$ cat src/logic/bb_pkg.sv
// Constants, state codes and CRC helper for the 802.15.4 baseband.
// Assumes one 25 MHz core clock; software tables sit in system RAM.
package bb_pkg;
    // Clock and protocol times
    localparam int CLK_MHZ     = 25;
    localparam int BACKOFF_US  = 320;
    localparam int ACKWAIT_US  = 864;
    localparam int TURN_US     = 192;
    localparam int DIV_MS      = 60;
    localparam int BACKOFF_CYC = BACKOFF_US * CLK_MHZ;
    localparam int ACKWAIT_CYC = ACKWAIT_US * CLK_MHZ;
    localparam int TURN_CYC    = TURN_US * CLK_MHZ;
    localparam int DIV_CYC     = DIV_MS * 1000 * CLK_MHZ;
    // CSMA/CA limits
    localparam logic [2:0] MIN_BE = 3'h3;
    localparam logic [2:0] MAX_BE = 3'h5;
    localparam logic [2:0] MAX_NB = 3'h4;
    // Frame layout
    localparam logic [7:0]  HDR_LEN     = 8'h06;
    localparam logic [7:0]  ACK_HDR_LEN = 8'h04;
    localparam logic [7:0]  CRC_LEN     = 8'h02;
    localparam logic [7:0]  ACK_FC_LO   = 8'h02;
    localparam logic [2:0]  FC_ACK_TYPE = 3'h2;
    localparam int          FC_AR_BIT   = 5;
    localparam logic [1:0]  PRE_STOP    = 2'h2;
    localparam logic [15:0] CRC_POLY    = 16'h8408;
    localparam logic [15:0] LFSR_SEED   = 16'hACE1;
    // Supervisor states
    typedef enum logic [6:0] {
        S_IDLE = 7'h01, S_BO = 7'h02, S_CCA = 7'h04, S_TX = 7'h08,
        S_ACKW = 7'h10, S_RX = 7'h20, S_TURN = 7'h40
    } bb_st_type;
    // Reflected CRC-16 over one byte, low bit first
    function automatic logic [15:0] crc_upd(input logic [15:0] c, input logic [7:0] d);
        logic [15:0] x;
        x = c;
        for (int k = 0; k < 8; k++)
            x = (x[0] ^ d[k]) ? ((x >> 1) ^ CRC_POLY) : (x >> 1);
        return x;
    endfunction
endpackage

$ cat src/logic/bb_ieee802154_baseband.sv
// 802.15.4 baseband: scheduled CSMA/CA transmit, receive to RAM,
// auto acknowledge and antenna diversity control.
// Assumes RAM read data in the same cycle as the address; modem is byte wide.
`timescale 1ns/1ps
// Notes on behaviour
// - On timer hit the supervisor sequences transmit, payload fetched from RAM.
// - CSMA/CA with random backoffs and retries runs fully in hardware.
// - Header built from software parameters, sent ahead of payload to modem.
// - CRC computed while bytes flow and appended after the payload.
// - Received header and payload bytes are written to the RX buffer.
// - A pulse flags each completely received frame.
// - A separate pulse flags completion of an automatic acknowledgement.
// - Received CRC compared at frame end to judge integrity.
// - Modem link quality is latched when reception ends.
// - Frames asking for acknowledgement get one built and sent by hardware.
// - Hardware waits for and checks the acknowledgement of sent frames.
// - No ciphering; bytes pass between RAM and modem unaltered.
// - Transmit diversity swaps antenna for a retry after a missing ack.
// - Receive diversity toggles antenna every 60 ms while waiting.
// - Toggling stops after two preamble symbols.
// - Software then swaps and resumes if weak, or lets reception go on.
// - Antenna select drives out, with its complement on a second output.
// - In BLE mode software picks the antenna on the same outputs.
// - BLE may follow the antenna chosen by the 802.15.4 diversity logic.
// - Front-end outputs mark transmit state and receive state.
module bb_ieee802154_baseband import bb_pkg::*; #(
    parameter int AW          = 12,
    parameter int CW          = 24,
    parameter int BACKOFF_P   = BACKOFF_CYC,
    parameter int ACKWAIT_P   = ACKWAIT_CYC,
    parameter int TURN_P      = TURN_CYC,
    parameter int DIV_P       = DIV_CYC
) (
    // Clock and reset
    input  wire logic          i_core_clk,
    input  wire logic          i_sys_rst,
    // Software parameters and controls
    input  wire logic          i_timer_hit,
    input  wire logic [AW-1:0] i_tx_base,
    input  wire logic [7:0]    i_tx_len,
    input  wire logic [15:0]   i_tx_fc,
    input  wire logic [7:0]    i_tx_seq,
    input  wire logic [15:0]   i_tx_dst,
    input  wire logic [2:0]    i_tx_retries,
    input  wire logic          i_tx_div_en,
    input  wire logic [AW-1:0] i_rx_base,
    input  wire logic          i_rx_en,
    input  wire logic          i_auto_ack_en,
    input  wire logic          i_rx_div_en,
    input  wire logic          i_sw_weak,
    input  wire logic          i_ble_mode,
    input  wire logic          i_ble_ant,
    input  wire logic          i_ble_use_154,
    // RAM ports
    output logic [AW-1:0]      o_ram_raddr,
    input  wire logic [7:0]    i_ram_rdata,
    output logic               o_ram_we,
    output logic [AW-1:0]      o_ram_waddr,
    output logic [7:0]         o_ram_wdata,
    // Modem
    output logic [7:0]         o_mod_tx_byte,
    output logic               o_mod_tx_valid,
    input  wire logic          i_mod_tx_ready,
    output logic               o_cca_req,
    input  wire logic          i_cca_done,
    input  wire logic          i_cca_clear,
    input  wire logic          i_rx_start,
    input  wire logic          i_rx_valid,
    input  wire logic [7:0]    i_rx_byte,
    input  wire logic [7:0]    i_lqi,
    input  wire logic          i_preamble_sym,
    // Status to software
    output logic               o_rx_irq,
    output logic               o_ack_irq,
    output logic               o_tx_done,
    output logic               o_tx_fail,
    output logic               o_rx_crc_ok,
    output logic [7:0]         o_rx_lqi,
    output logic               o_div_hold,
    // Antenna and front end
    output logic               o_antenna_select_out,
    output logic               o_antenna_select_complement,
    output logic               o_tx_state_indicator,
    output logic               o_rx_state_indicator
);
    // Elaboration checks
    if (AW < 8 || CW < 16 || $clog2(DIV_P + 1) > CW || $clog2(ACKWAIT_P + 1) > CW
        || BACKOFF_P < 1 || TURN_P < 1 || DIV_P < 2)
        $error("bb_ieee802154_baseband: parameter out of range");

    typedef struct packed {
        bb_st_type       st;
        logic [CW-1:0]   cnt;
        logic [CW-1:0]   dcnt;
        logic [2:0]      nb;
        logic [2:0]      be;
        logic [2:0]      retry;
        logic [15:0]     lfsr;
        logic [15:0]     crc;
        logic [7:0]      idx;
        logic [7:0]      len;
        logic [7:0]      seq;
        logic [7:0]      rfc;
        logic [7:0]      rseq;
        logic [7:0]      byte_q;
        logic [7:0]      lqi;
        logic [7:0]      wdata;
        logic [1:0]      pre;
        logic [AW-1:0]   raddr;
        logic [AW-1:0]   waddr;
        logic            fetched;
        logic            txv;
        logic            is_ack;
        logic            want_ack;
        logic            we;
        logic            rx_irq;
        logic            ack_irq;
        logic            tx_done;
        logic            tx_fail;
        logic            crc_ok;
        logic            cca_req;
        logic            hold;
        logic            ant;
        logic            ant_o;
        logic            ant_n;
        logic            tx_ind;
        logic            rx_ind;
    } bb_state_type;

    bb_state_type r;
    bb_state_type n;
    logic         div_wait;

    // Random backoff length in cycles for a given exponent
    function automatic logic [CW-1:0] bo_len(input logic [2:0] be, input logic [15:0] rnd);
        logic [7:0] units;
        units = {3'h0, rnd[4:0]} & ((8'h01 << be) - 8'h01);
        return CW'(CW'(units) * CW'(BACKOFF_P));
    endfunction

    assign div_wait = i_rx_div_en && !i_ble_mode && r.st == S_IDLE && i_rx_en && !r.hold;

    // Next-state logic
    always_comb
    begin
        logic [7:0] hdr;
        logic [7:0] pay;
        logic [7:0] total;
        logic [7:0] b;
        logic       retry_go;
        logic       ok;
        n = r;
        hdr = r.is_ack ? ACK_HDR_LEN : HDR_LEN;
        pay = r.is_ack ? 8'h00 : i_tx_len;
        total = 8'(hdr + pay + CRC_LEN);
        b = 8'h00;
        retry_go = 1'b0;
        ok = 1'b0;
        n.we = 1'b0;
        n.rx_irq = 1'b0;
        n.ack_irq = 1'b0;
        n.tx_done = 1'b0;
        n.tx_fail = 1'b0;
        n.cca_req = 1'b0;
        n.lfsr = {r.lfsr[14:0], r.lfsr[15] ^ r.lfsr[13] ^ r.lfsr[12] ^ r.lfsr[10]};
        unique case (r.st)
            S_IDLE:
            begin
                if (i_timer_hit)
                begin
                    n.st = S_BO;
                    n.nb = 3'h0;
                    n.be = MIN_BE;
                    n.retry = 3'h0;
                    n.seq = i_tx_seq;
                    n.cnt = bo_len(MIN_BE, r.lfsr);
                end
                else if (i_rx_en && i_rx_start)
                begin
                    n.st = S_RX;
                    n.idx = 8'h00;
                    n.crc = 16'h0000;
                    n.want_ack = 1'b0;
                end
            end
            S_BO:
            begin
                if (r.cnt == '0)
                begin
                    n.st = S_CCA;
                    n.cca_req = 1'b1;
                end
                else
                    n.cnt = r.cnt - 1'b1;
            end
            S_CCA:
            begin
                if (i_cca_done && i_cca_clear)
                begin
                    n.st = S_TX;
                    n.idx = 8'h00;
                    n.crc = 16'h0000;
                    n.fetched = 1'b0;
                    n.is_ack = 1'b0;
                end
                else if (i_cca_done && r.nb == MAX_NB)
                begin
                    n.tx_fail = 1'b1;
                    n.st = S_IDLE;
                end
                else if (i_cca_done)
                begin
                    n.nb = r.nb + 3'h1;
                    n.be = (r.be == MAX_BE) ? r.be : r.be + 3'h1;
                    n.cnt = bo_len(n.be, r.lfsr);
                    n.st = S_BO;
                end
            end
            S_TX:
            begin
                if (r.txv)
                begin
                    if (i_mod_tx_ready)
                    begin
                        n.txv = 1'b0;
                        n.idx = r.idx + 8'h01;
                        if (r.idx == total - 8'h01)
                        begin
                            if (r.is_ack)
                            begin
                                n.ack_irq = 1'b1;
                                n.st = S_IDLE;
                            end
                            else if (i_tx_fc[FC_AR_BIT])
                            begin
                                n.st = S_ACKW;
                                n.cnt = CW'(ACKWAIT_P);
                            end
                            else
                            begin
                                n.tx_done = 1'b1;
                                n.st = S_IDLE;
                            end
                        end
                    end
                end
                else if (r.idx >= hdr && r.idx < hdr + pay && !r.fetched)
                begin
                    n.raddr = i_tx_base + AW'(r.idx - hdr);
                    n.fetched = 1'b1;
                end
                else
                begin
                    // Length, header, payload as stored, then CRC low and high
                    if (r.idx == 8'h00)
                        b = total - 8'h01;
                    else if (r.idx == total - 8'h02)
                        b = r.crc[7:0];
                    else if (r.idx == total - 8'h01)
                        b = r.crc[15:8];
                    else if (r.idx >= hdr)
                        b = i_ram_rdata;
                    else if (r.is_ack)
                        b = (r.idx == 8'h01) ? ACK_FC_LO : (r.idx == 8'h03) ? r.rseq : 8'h00;
                    else
                        unique case (r.idx)
                            8'h01: b = i_tx_fc[7:0];
                            8'h02: b = i_tx_fc[15:8];
                            8'h03: b = r.seq;
                            8'h04: b = i_tx_dst[7:0];
                            default: b = i_tx_dst[15:8];
                        endcase
                    n.byte_q = b;
                    n.txv = 1'b1;
                    n.fetched = 1'b0;
                    if (r.idx != 8'h00 && r.idx < total - 8'h02)
                        n.crc = crc_upd(r.crc, b);
                end
            end
            S_ACKW:
            begin
                if (i_rx_start)
                begin
                    n.st = S_RX;
                    n.idx = 8'h00;
                    n.crc = 16'h0000;
                    n.want_ack = 1'b1;
                end
                else if (r.cnt == '0)
                    retry_go = 1'b1;
                else
                    n.cnt = r.cnt - 1'b1;
            end
            S_RX:
            begin
                if (i_rx_valid)
                begin
                    n.we = 1'b1;
                    n.waddr = i_rx_base + AW'(r.idx);
                    n.wdata = i_rx_byte;
                    n.idx = r.idx + 8'h01;
                    if (r.idx == 8'h00)
                        n.len = i_rx_byte;
                    else
                        n.crc = crc_upd(r.crc, i_rx_byte);
                    if (r.idx == 8'h01)
                        n.rfc = i_rx_byte;
                    if (r.idx == 8'h03)
                        n.rseq = i_rx_byte;
                    if (r.idx != 8'h00 && r.idx == r.len)
                    begin
                        ok = (n.crc == 16'h0000);
                        n.rx_irq = 1'b1;
                        n.crc_ok = ok;
                        n.lqi = i_lqi;
                        n.hold = 1'b0;
                        n.pre = 2'h0;
                        n.st = S_IDLE;
                        if (r.want_ack)
                        begin
                            if (ok && r.rfc[2:0] == FC_ACK_TYPE && n.rseq == r.seq)
                                n.tx_done = 1'b1;
                            else
                                retry_go = 1'b1;
                        end
                        else if (ok && r.rfc[FC_AR_BIT] && i_auto_ack_en
                                 && r.rfc[2:0] != FC_ACK_TYPE)
                        begin
                            n.st = S_TURN;
                            n.cnt = CW'(TURN_P);
                        end
                    end
                end
            end
            S_TURN:
            begin
                if (r.cnt == '0)
                begin
                    n.st = S_TX;
                    n.idx = 8'h00;
                    n.crc = 16'h0000;
                    n.fetched = 1'b0;
                    n.is_ack = 1'b1;
                end
                else
                    n.cnt = r.cnt - 1'b1;
            end
            default: n.st = S_IDLE;
        endcase
        // Retry after a missing or bad acknowledgement
        if (retry_go)
        begin
            if (r.retry == i_tx_retries)
            begin
                n.tx_fail = 1'b1;
                n.st = S_IDLE;
            end
            else
            begin
                n.retry = r.retry + 3'h1;
                n.ant = r.ant ^ i_tx_div_en;
                n.nb = 3'h0;
                n.be = MIN_BE;
                n.cnt = bo_len(MIN_BE, r.lfsr);
                n.st = S_BO;
            end
        end
        // Receive diversity timer and preamble stop
        if (div_wait)
        begin
            if (i_preamble_sym)
            begin
                n.pre = r.pre + 2'h1;
                if (n.pre == PRE_STOP)
                    n.hold = 1'b1;
            end
            if (r.dcnt == CW'(DIV_P - 1))
            begin
                n.dcnt = '0;
                n.ant = ~r.ant;
            end
            else
                n.dcnt = r.dcnt + 1'b1;
        end
        if (r.hold && i_sw_weak)
        begin
            n.hold = 1'b0;
            n.pre = 2'h0;
            n.ant = ~r.ant;
            n.dcnt = '0;
        end
        // Antenna pins, shared with BLE
        n.ant_o = (i_ble_mode && !i_ble_use_154) ? i_ble_ant : n.ant;
        n.ant_n = ~n.ant_o;
        n.tx_ind = (n.st == S_TX);
        n.rx_ind = (n.st == S_RX) || (n.st == S_ACKW) || (n.st == S_IDLE && i_rx_en);
    end

    // State register
    always_ff @(posedge i_core_clk or posedge i_sys_rst)
    begin
        if (i_sys_rst)
            r <= '{st: S_IDLE, lfsr: LFSR_SEED, ant_n: 1'b1, default: '0};
        else
            r <= n;
    end

    // Outputs straight from the state register
    assign o_ram_raddr = r.raddr;
    assign o_ram_we = r.we;
    assign o_ram_waddr = r.waddr;
    assign o_ram_wdata = r.wdata;
    assign o_mod_tx_byte = r.byte_q;
    assign o_mod_tx_valid = r.txv;
    assign o_cca_req = r.cca_req;
    assign o_rx_irq = r.rx_irq;
    assign o_ack_irq = r.ack_irq;
    assign o_tx_done = r.tx_done;
    assign o_tx_fail = r.tx_fail;
    assign o_rx_crc_ok = r.crc_ok;
    assign o_rx_lqi = r.lqi;
    assign o_div_hold = r.hold;
    assign o_antenna_select_out = r.ant_o;
    assign o_antenna_select_complement = r.ant_n;
    assign o_tx_state_indicator = r.tx_ind;
    assign o_rx_state_indicator = r.rx_ind;
endmodule

$ cat config.mk
export PLATFORM = sky130hd
export DESIGN_NAME = bb_ieee802154_baseband
export DESIGN_NICKNAME = d
export VERILOG_FILES = /design/src/logic/bb_pkg.sv /design/src/logic/bb_ieee802154_baseband.sv
export SDC_FILE = /design/constraint.sdc
export NUM_CORES = 1
export LEC_CHECK = 0
export ABC_AREA = 1
export BUFFER_PORTS_ARGS = -buffer_cell sky130_fd_sc_hd__buf_4
export CAP_MARGIN = 15
export CORE_ASPECT_RATIO = 2
export CORE_UTILIZATION = 35
export CTS_CLUSTER_DIAMETER = 120
export DETAILED_ROUTE_END_ITERATION = 6
export PLACE_DENSITY = 0.57
export SYNTH_ARGS = -nofsm -noshare
export SYNTH_HDL_FRONTEND = slang
export SYNTH_SLANG_ARGS = --single-unit
export TNS_END_PERCENT = 20
$ cat constraint.sdc
create_clock -name i_core_clk -period 8 [get_ports i_core_clk]
set_input_delay 1.6 -clock i_core_clk [delete_from_list [all_inputs] [get_ports i_core_clk]]
set_output_delay 1.6 -clock i_core_clk [all_outputs]
set_load 0.01 [all_outputs]
# Word-level counts from Yosys, hierarchy flattened
# Cells that the tools add are included.
[totals] elab_cells=329 ff_bits=201 input_bits=116
[op_classes] n_bitwise=40 n_shift=1 n_mul=2 n_reduce_logical=47 eq_ne=37 n_addsub=15 mux=148 n_lt_le_gt_ge=3
[op_table] operator="24-bit two-way mux" count=16
[op_table] operator="16-bit two-way mux" count=22
[op_table] operator="24-bit one-hot mux with 6 select lines" count=2
[op_table] operator="31-bit two-way mux" count=9
[op_table] operator="8-bit two-way mux" count=17
[op_table] operator="7-bit two-way mux" count=8
[op_table] operator="7-bit one-hot mux with 7 select lines" count=1
[op_table] operator="2-bit NOT with 3-bit output" count=15
[op_table] operator="1-bit two-way mux" count=41
[op_table] operator="8-bit equality test" count=4
[op_table] operator="32-bit two-way mux" count=1
[op_table] operator="8-bit one-hot mux with 4 select lines" count=1
[op_table] operator="2-bit two-way mux" count=15
[op_table] operator="9-bit two-way mux" count=3
[op_table] operator="24-bit by 1-bit adder with 24-bit output, second input constant" count=1
[op_table] operator="24-bit by 21-bit equality test with 1-bit output, second input constant" count=1
[op_table] operator="24-bit zero test" count=1
[op_table] operator="24-bit by 1-bit subtractor with 24-bit output, second input constant" count=1
[op_table] operator="2-bit != test, second input constant" count=10
[op_table] operator="1-bit bitwise XOR" count=20
[op_table] operator="1-bit logical AND" count=19
[op_table] operator="6-bit two-way mux" count=3
[op_table] operator="3-bit AND reduction" count=6
[op_table] operator="8-bit by 2-bit equality test with 1-bit output, second input constant" count=2
[op_table] operator="50 further kinds" count=74

# Longest topological paths before layout
[logic_depth] ltp_word=33 mapped_depth=34 mapped_depth_nobuf=30

# Worst setup path before layout
# No wires, ideal clock.
[synth_timing] path_type="reg-to-reg" start="register r[142] (netlist name)" end="register r[190] (netlist name)" period_less_slack_ns=5.054 arrival_ns=4.977 path_buffers=0 slack_ns=2.946 stages_incl_launch_ff=28 cell_sequence="dfrtp_1 > ha_1 > nand2_1 > inv_1 > nor2_1 > a21oi_1 > inv_1 > nor2_1 > nor3_1 > fa_1 > xor2_1 > ha_1 > fa_1 > ha_1 > ha_1 > inv_1 > nor2_1 > o21ai_0 > nand2_1 > nand2_1 > nand2_1 > a21oi_1 > nor2_1 > o21ai_0 > nand2_1 > a21oi_1 > a21oi_1 > a21oi_1"
[synth_rtl] item="start: declaration" line_no="bb_ieee802154_baseband.sv:130" source="bb_state_type r;"
[synth_rtl] item="start signal: assignment" line_no="bb_ieee802154_baseband.sv:405" source="r <= n;"

==> flow_summary.json <==
{
  "status": "finished, final reports clean",
  "hp-class": "reg2reg",
  "synth_xor_area_share_pct": 3.45,
  "synth_edf_count": 0,
  "routabilityCongestion": 1.04,
  "cts.sinks": 199,
  "grt_overflow": 0,
  "die_y_um": 297,
  "drive_gt1_share_pct": 15.3,
  "hold_ws_ps": 362,
  "critPathKind": "reg2reg",
  "clk_pin_slew_ps": 90,
  "reg2reg_slack_ps": 2580,
  "start_util_pct": 35.6,
  "cts_buffer_depth": 2,
  "row_count": 107,
  "worstSetupEndpointType": "register",
  "clock_skew_ps": 16.1,
  "syn_avg_cell_area_um2": 7.25,
  "synthesis.nets": 2324,
  "drtIter0Drc": 905,
  "synthAdderAreaFrac_pct": 9.44,
  "ys_top_cells_by_area": "dfrtp_1 31%, nand2_1 12%, ha_1 7.5%",
  "ys_seq_area_share_pct": 32.7,
  "cts-root-buf": "clkbuf_16",
  "postRouteAntennaNets": 0,
  "hold_viol_final": 0,
  "relSlewSlack_pct": 36.0,
  "synth_top_family_by_area": "simple AND/OR/NAND/NOR gates",
  "diodes": 0,
  "vias": 15000,
  "cts_tree": "built",
  "fmax_ghz": 0.185,
  "setup_viol": 0,
  "track_usage_pct": 25.6,
  "grt_pass1_wl_um": 84700,
  "power_frac_comb_pct": 43.1,
  "ys_ff_latch": 199,
  "leakagePower_uw": 0.00886,
  "cts_buffers": 17,
  "grt_pass1_vias": 15200,
  "io_pins": 177,
  "synthToLayoutAreaGrowth_pct": 14.0,
  "pwr-share-clk_pct": 22.3,
  "dpl-instance-area_mm2": 0.0168,
  "crit_arrival_ps": 5830,
  "slew_viol_final": 0,
  "yosys_warnings": 0,
  "synth_mux_area_share_pct": 0.295,
  "power_switching_uw": 1840,
  "viasPerCell": 5.40,
  "drv_cap": 0,
  "synth-compound-area-share_pct": 14.3,
  "totalNegativeSetupSlack_ps": 0,
  "die_w_um": 150,
  "final.min_clock_period_ps": 5420,
  "finalCritPeriodShare_pct": 67.7,
  "grt_max_degree": 110,
  "finalInstanceArea_mm2": 0.0174,
  "synth_area_leader_cell": "dfrtp_1",
  "p_seq_share_pct": 34.7,
  "cts_resized": 0,
  "cp_max_fo": 6,
  "finalNetCount": 2438,
  "sw_frac_of_total_pct": 45.2,
  "port_buffers": 176,
  "rsz0062_at_grt": "no",
  "synthesis.area_mm2": 0.0152,
  "syn-instance-count": 2102,
  "ys_types": 63,
  "vdd_drop_max_uv": 126,
  "cts_setup_buffers": 0,
  "yosysTopAreaCellShare_pct": 31.0,
  "cts.htree.levels": 4,
  "synth_flop_cell": "dfrtp_1",
  "core-area_mm2": 0.0428,
  "powerDensity_mw_per_mm2": 234,
  "cp_data_required_time_ps": 8410,
  "internal_power_uw": 2230,
  "worst_pin_slew_ps": 951,
  "dpl.hpwl_um": 44600,
  "clk_latency_ps": 480,
  "critPathLaunchType": "register",
  "firstDrtPassIters": 6,
  "wire_per_inst_um": 20.2,
  "antenna_found_initial": 0,
  "drt_wl_total_um": 56100,
  "holdBufCountCts": 0,
  "drc": 0,
  "synth_simple_gate_area_share_pct": 29.6,
  "dieArea_mm2": 0.0445,
  "ys_async_sr_fraction_pct": 100
}
[cell usage after synthesis (16+ instances only)]
library cell and n:
inv_1 239, xnor2_1 19, nand2_2 33, a21oi_1 105
ha_1 91, nor3_1 49, nor2_1 191, clkbuf_1 29
nand3_1 142, xor2_1 41, a31oi_1 18, o21ai_0 161
nand2_1 477, dfrtp_1 189, o21ai_1 16, nand4_1 28
buf_4 53
[final cells by class]
| class | instances | area (um^2) |
|---|---|---|
| Clock inverter | 15 | 184 |
| Timing Repair Buffer | 188 | 1410 |
| Fill cell | 4546 | 25500 |
| Tap cell | 545 | 682 |
| Inverter | 259 | 985 |
| Multi-Input combinational cell | 1551 | 8710 |
| Clock buffer | 17 | 425 |
| Sequential cell | 199 | 4990 |
[worst paths after layout]
check                           from     end  cells after the start
setup reg to reg              r[142]  r[190]                     27
min in group asynchronous  i_sys_rst  r[107]                      2
hold reg to reg               n[130]  n[131]                      0
hold / removal                n[130]  n[131]                      0
max in group asynchronous  i_sys_rst  r[139]                      3
setup / recovery              r[142]  r[190]                     27
[logic make-up after synthesis]
logic type               count (synthesis)
AO/OA/AOI/OAI                          383
XOR/XNOR                                60
adder cells (fa/ha/maj)                106
buffers and inverters                  352
flip-flops                             199
multiplexers                             4
AND/OR/NAND/NOR                        998
[through the flow]
step / setup WS (ps) / total power (uW) / util (%) / std cells
after floorplan: 991 / 2590 / - / 2102
after global placement: 2450 / 3140 / 39.2 / 2741
after detailed placement: 2320 / 3160 / 39.2 / 2741
after CTS: 2300 / 4080 / 40.6 / 2773
after global routing: 1990 / 4340 / 40.6 / 2774
final: 2580 / 4070 / 40.6 / 2774
[critical path, cell delays in order, from the launching register on]
cell and delay (ps):
dfrtp_1 440, ha_1 220, nand2_1 100, inv_1 90, nor2_1 130, a21oi_1 70
inv_1 60, nor2_1 70, a21oi_1 590, ha_1 390, ha_1 310, fa_1 460
ha_1 310, ha_1 350, a21o_1 200, a31oi_1 200, nor2_1 90, o21ai_0 160
nand2_1 90, nand2_1 80, nand2_1 50, a21oi_1 160, nor2_1 70, o21ai_0 210
nand2_1 80, a21oi_1 130, a21oi_1 80, a21oi_1 150
[cell usage in the layout (no fill, tap or decap), drive strengths merged, types with 17 or more instances in the layout]
cell type,n
nand2,517
inv,257
nor2,206
dfrtp,189
buf,188
o21ai,178
nand3,153
a21oi,105
ha,91
nor3,51
xor2,41
nand4,28
xnor2,19
a31oi,18
clkbuf,17
[layer usage]
layer / global-route usage (%) / wire, um / share of wire (%)
met1: 22.7 / 17800 / 32
met2: 49.2 / 31000 / 55
met3: 3.62 / 2520 / 4.5
met4: 21.3 / 4840 / 8.6
met5: 0 / 0 / 0
[power by group through the flow]
stage | Clock (uW) | Sequential, uW | Combinational, uW
after global routing | 954 | 1440 | 1940
after floorplan | 0 | 1370 | 1220
after detailed placement | 0 | 1430 | 1730
after CTS | 927 | 1410 | 1740
after global placement | 0 | 1420 | 1720
final | 906 | 1410 | 1750
[flip-flops by register name, summed over array words and instances, names as in the netlist, 8 cells and up]
name,cells
o_mod_tx_byte,8
o_ram_raddr,12
n,15
o_ram_wdata,8
o_rx_lqi,8
o_ram_waddr,12
r,123
Note: power is estimated with default switching activity, not from simulation.
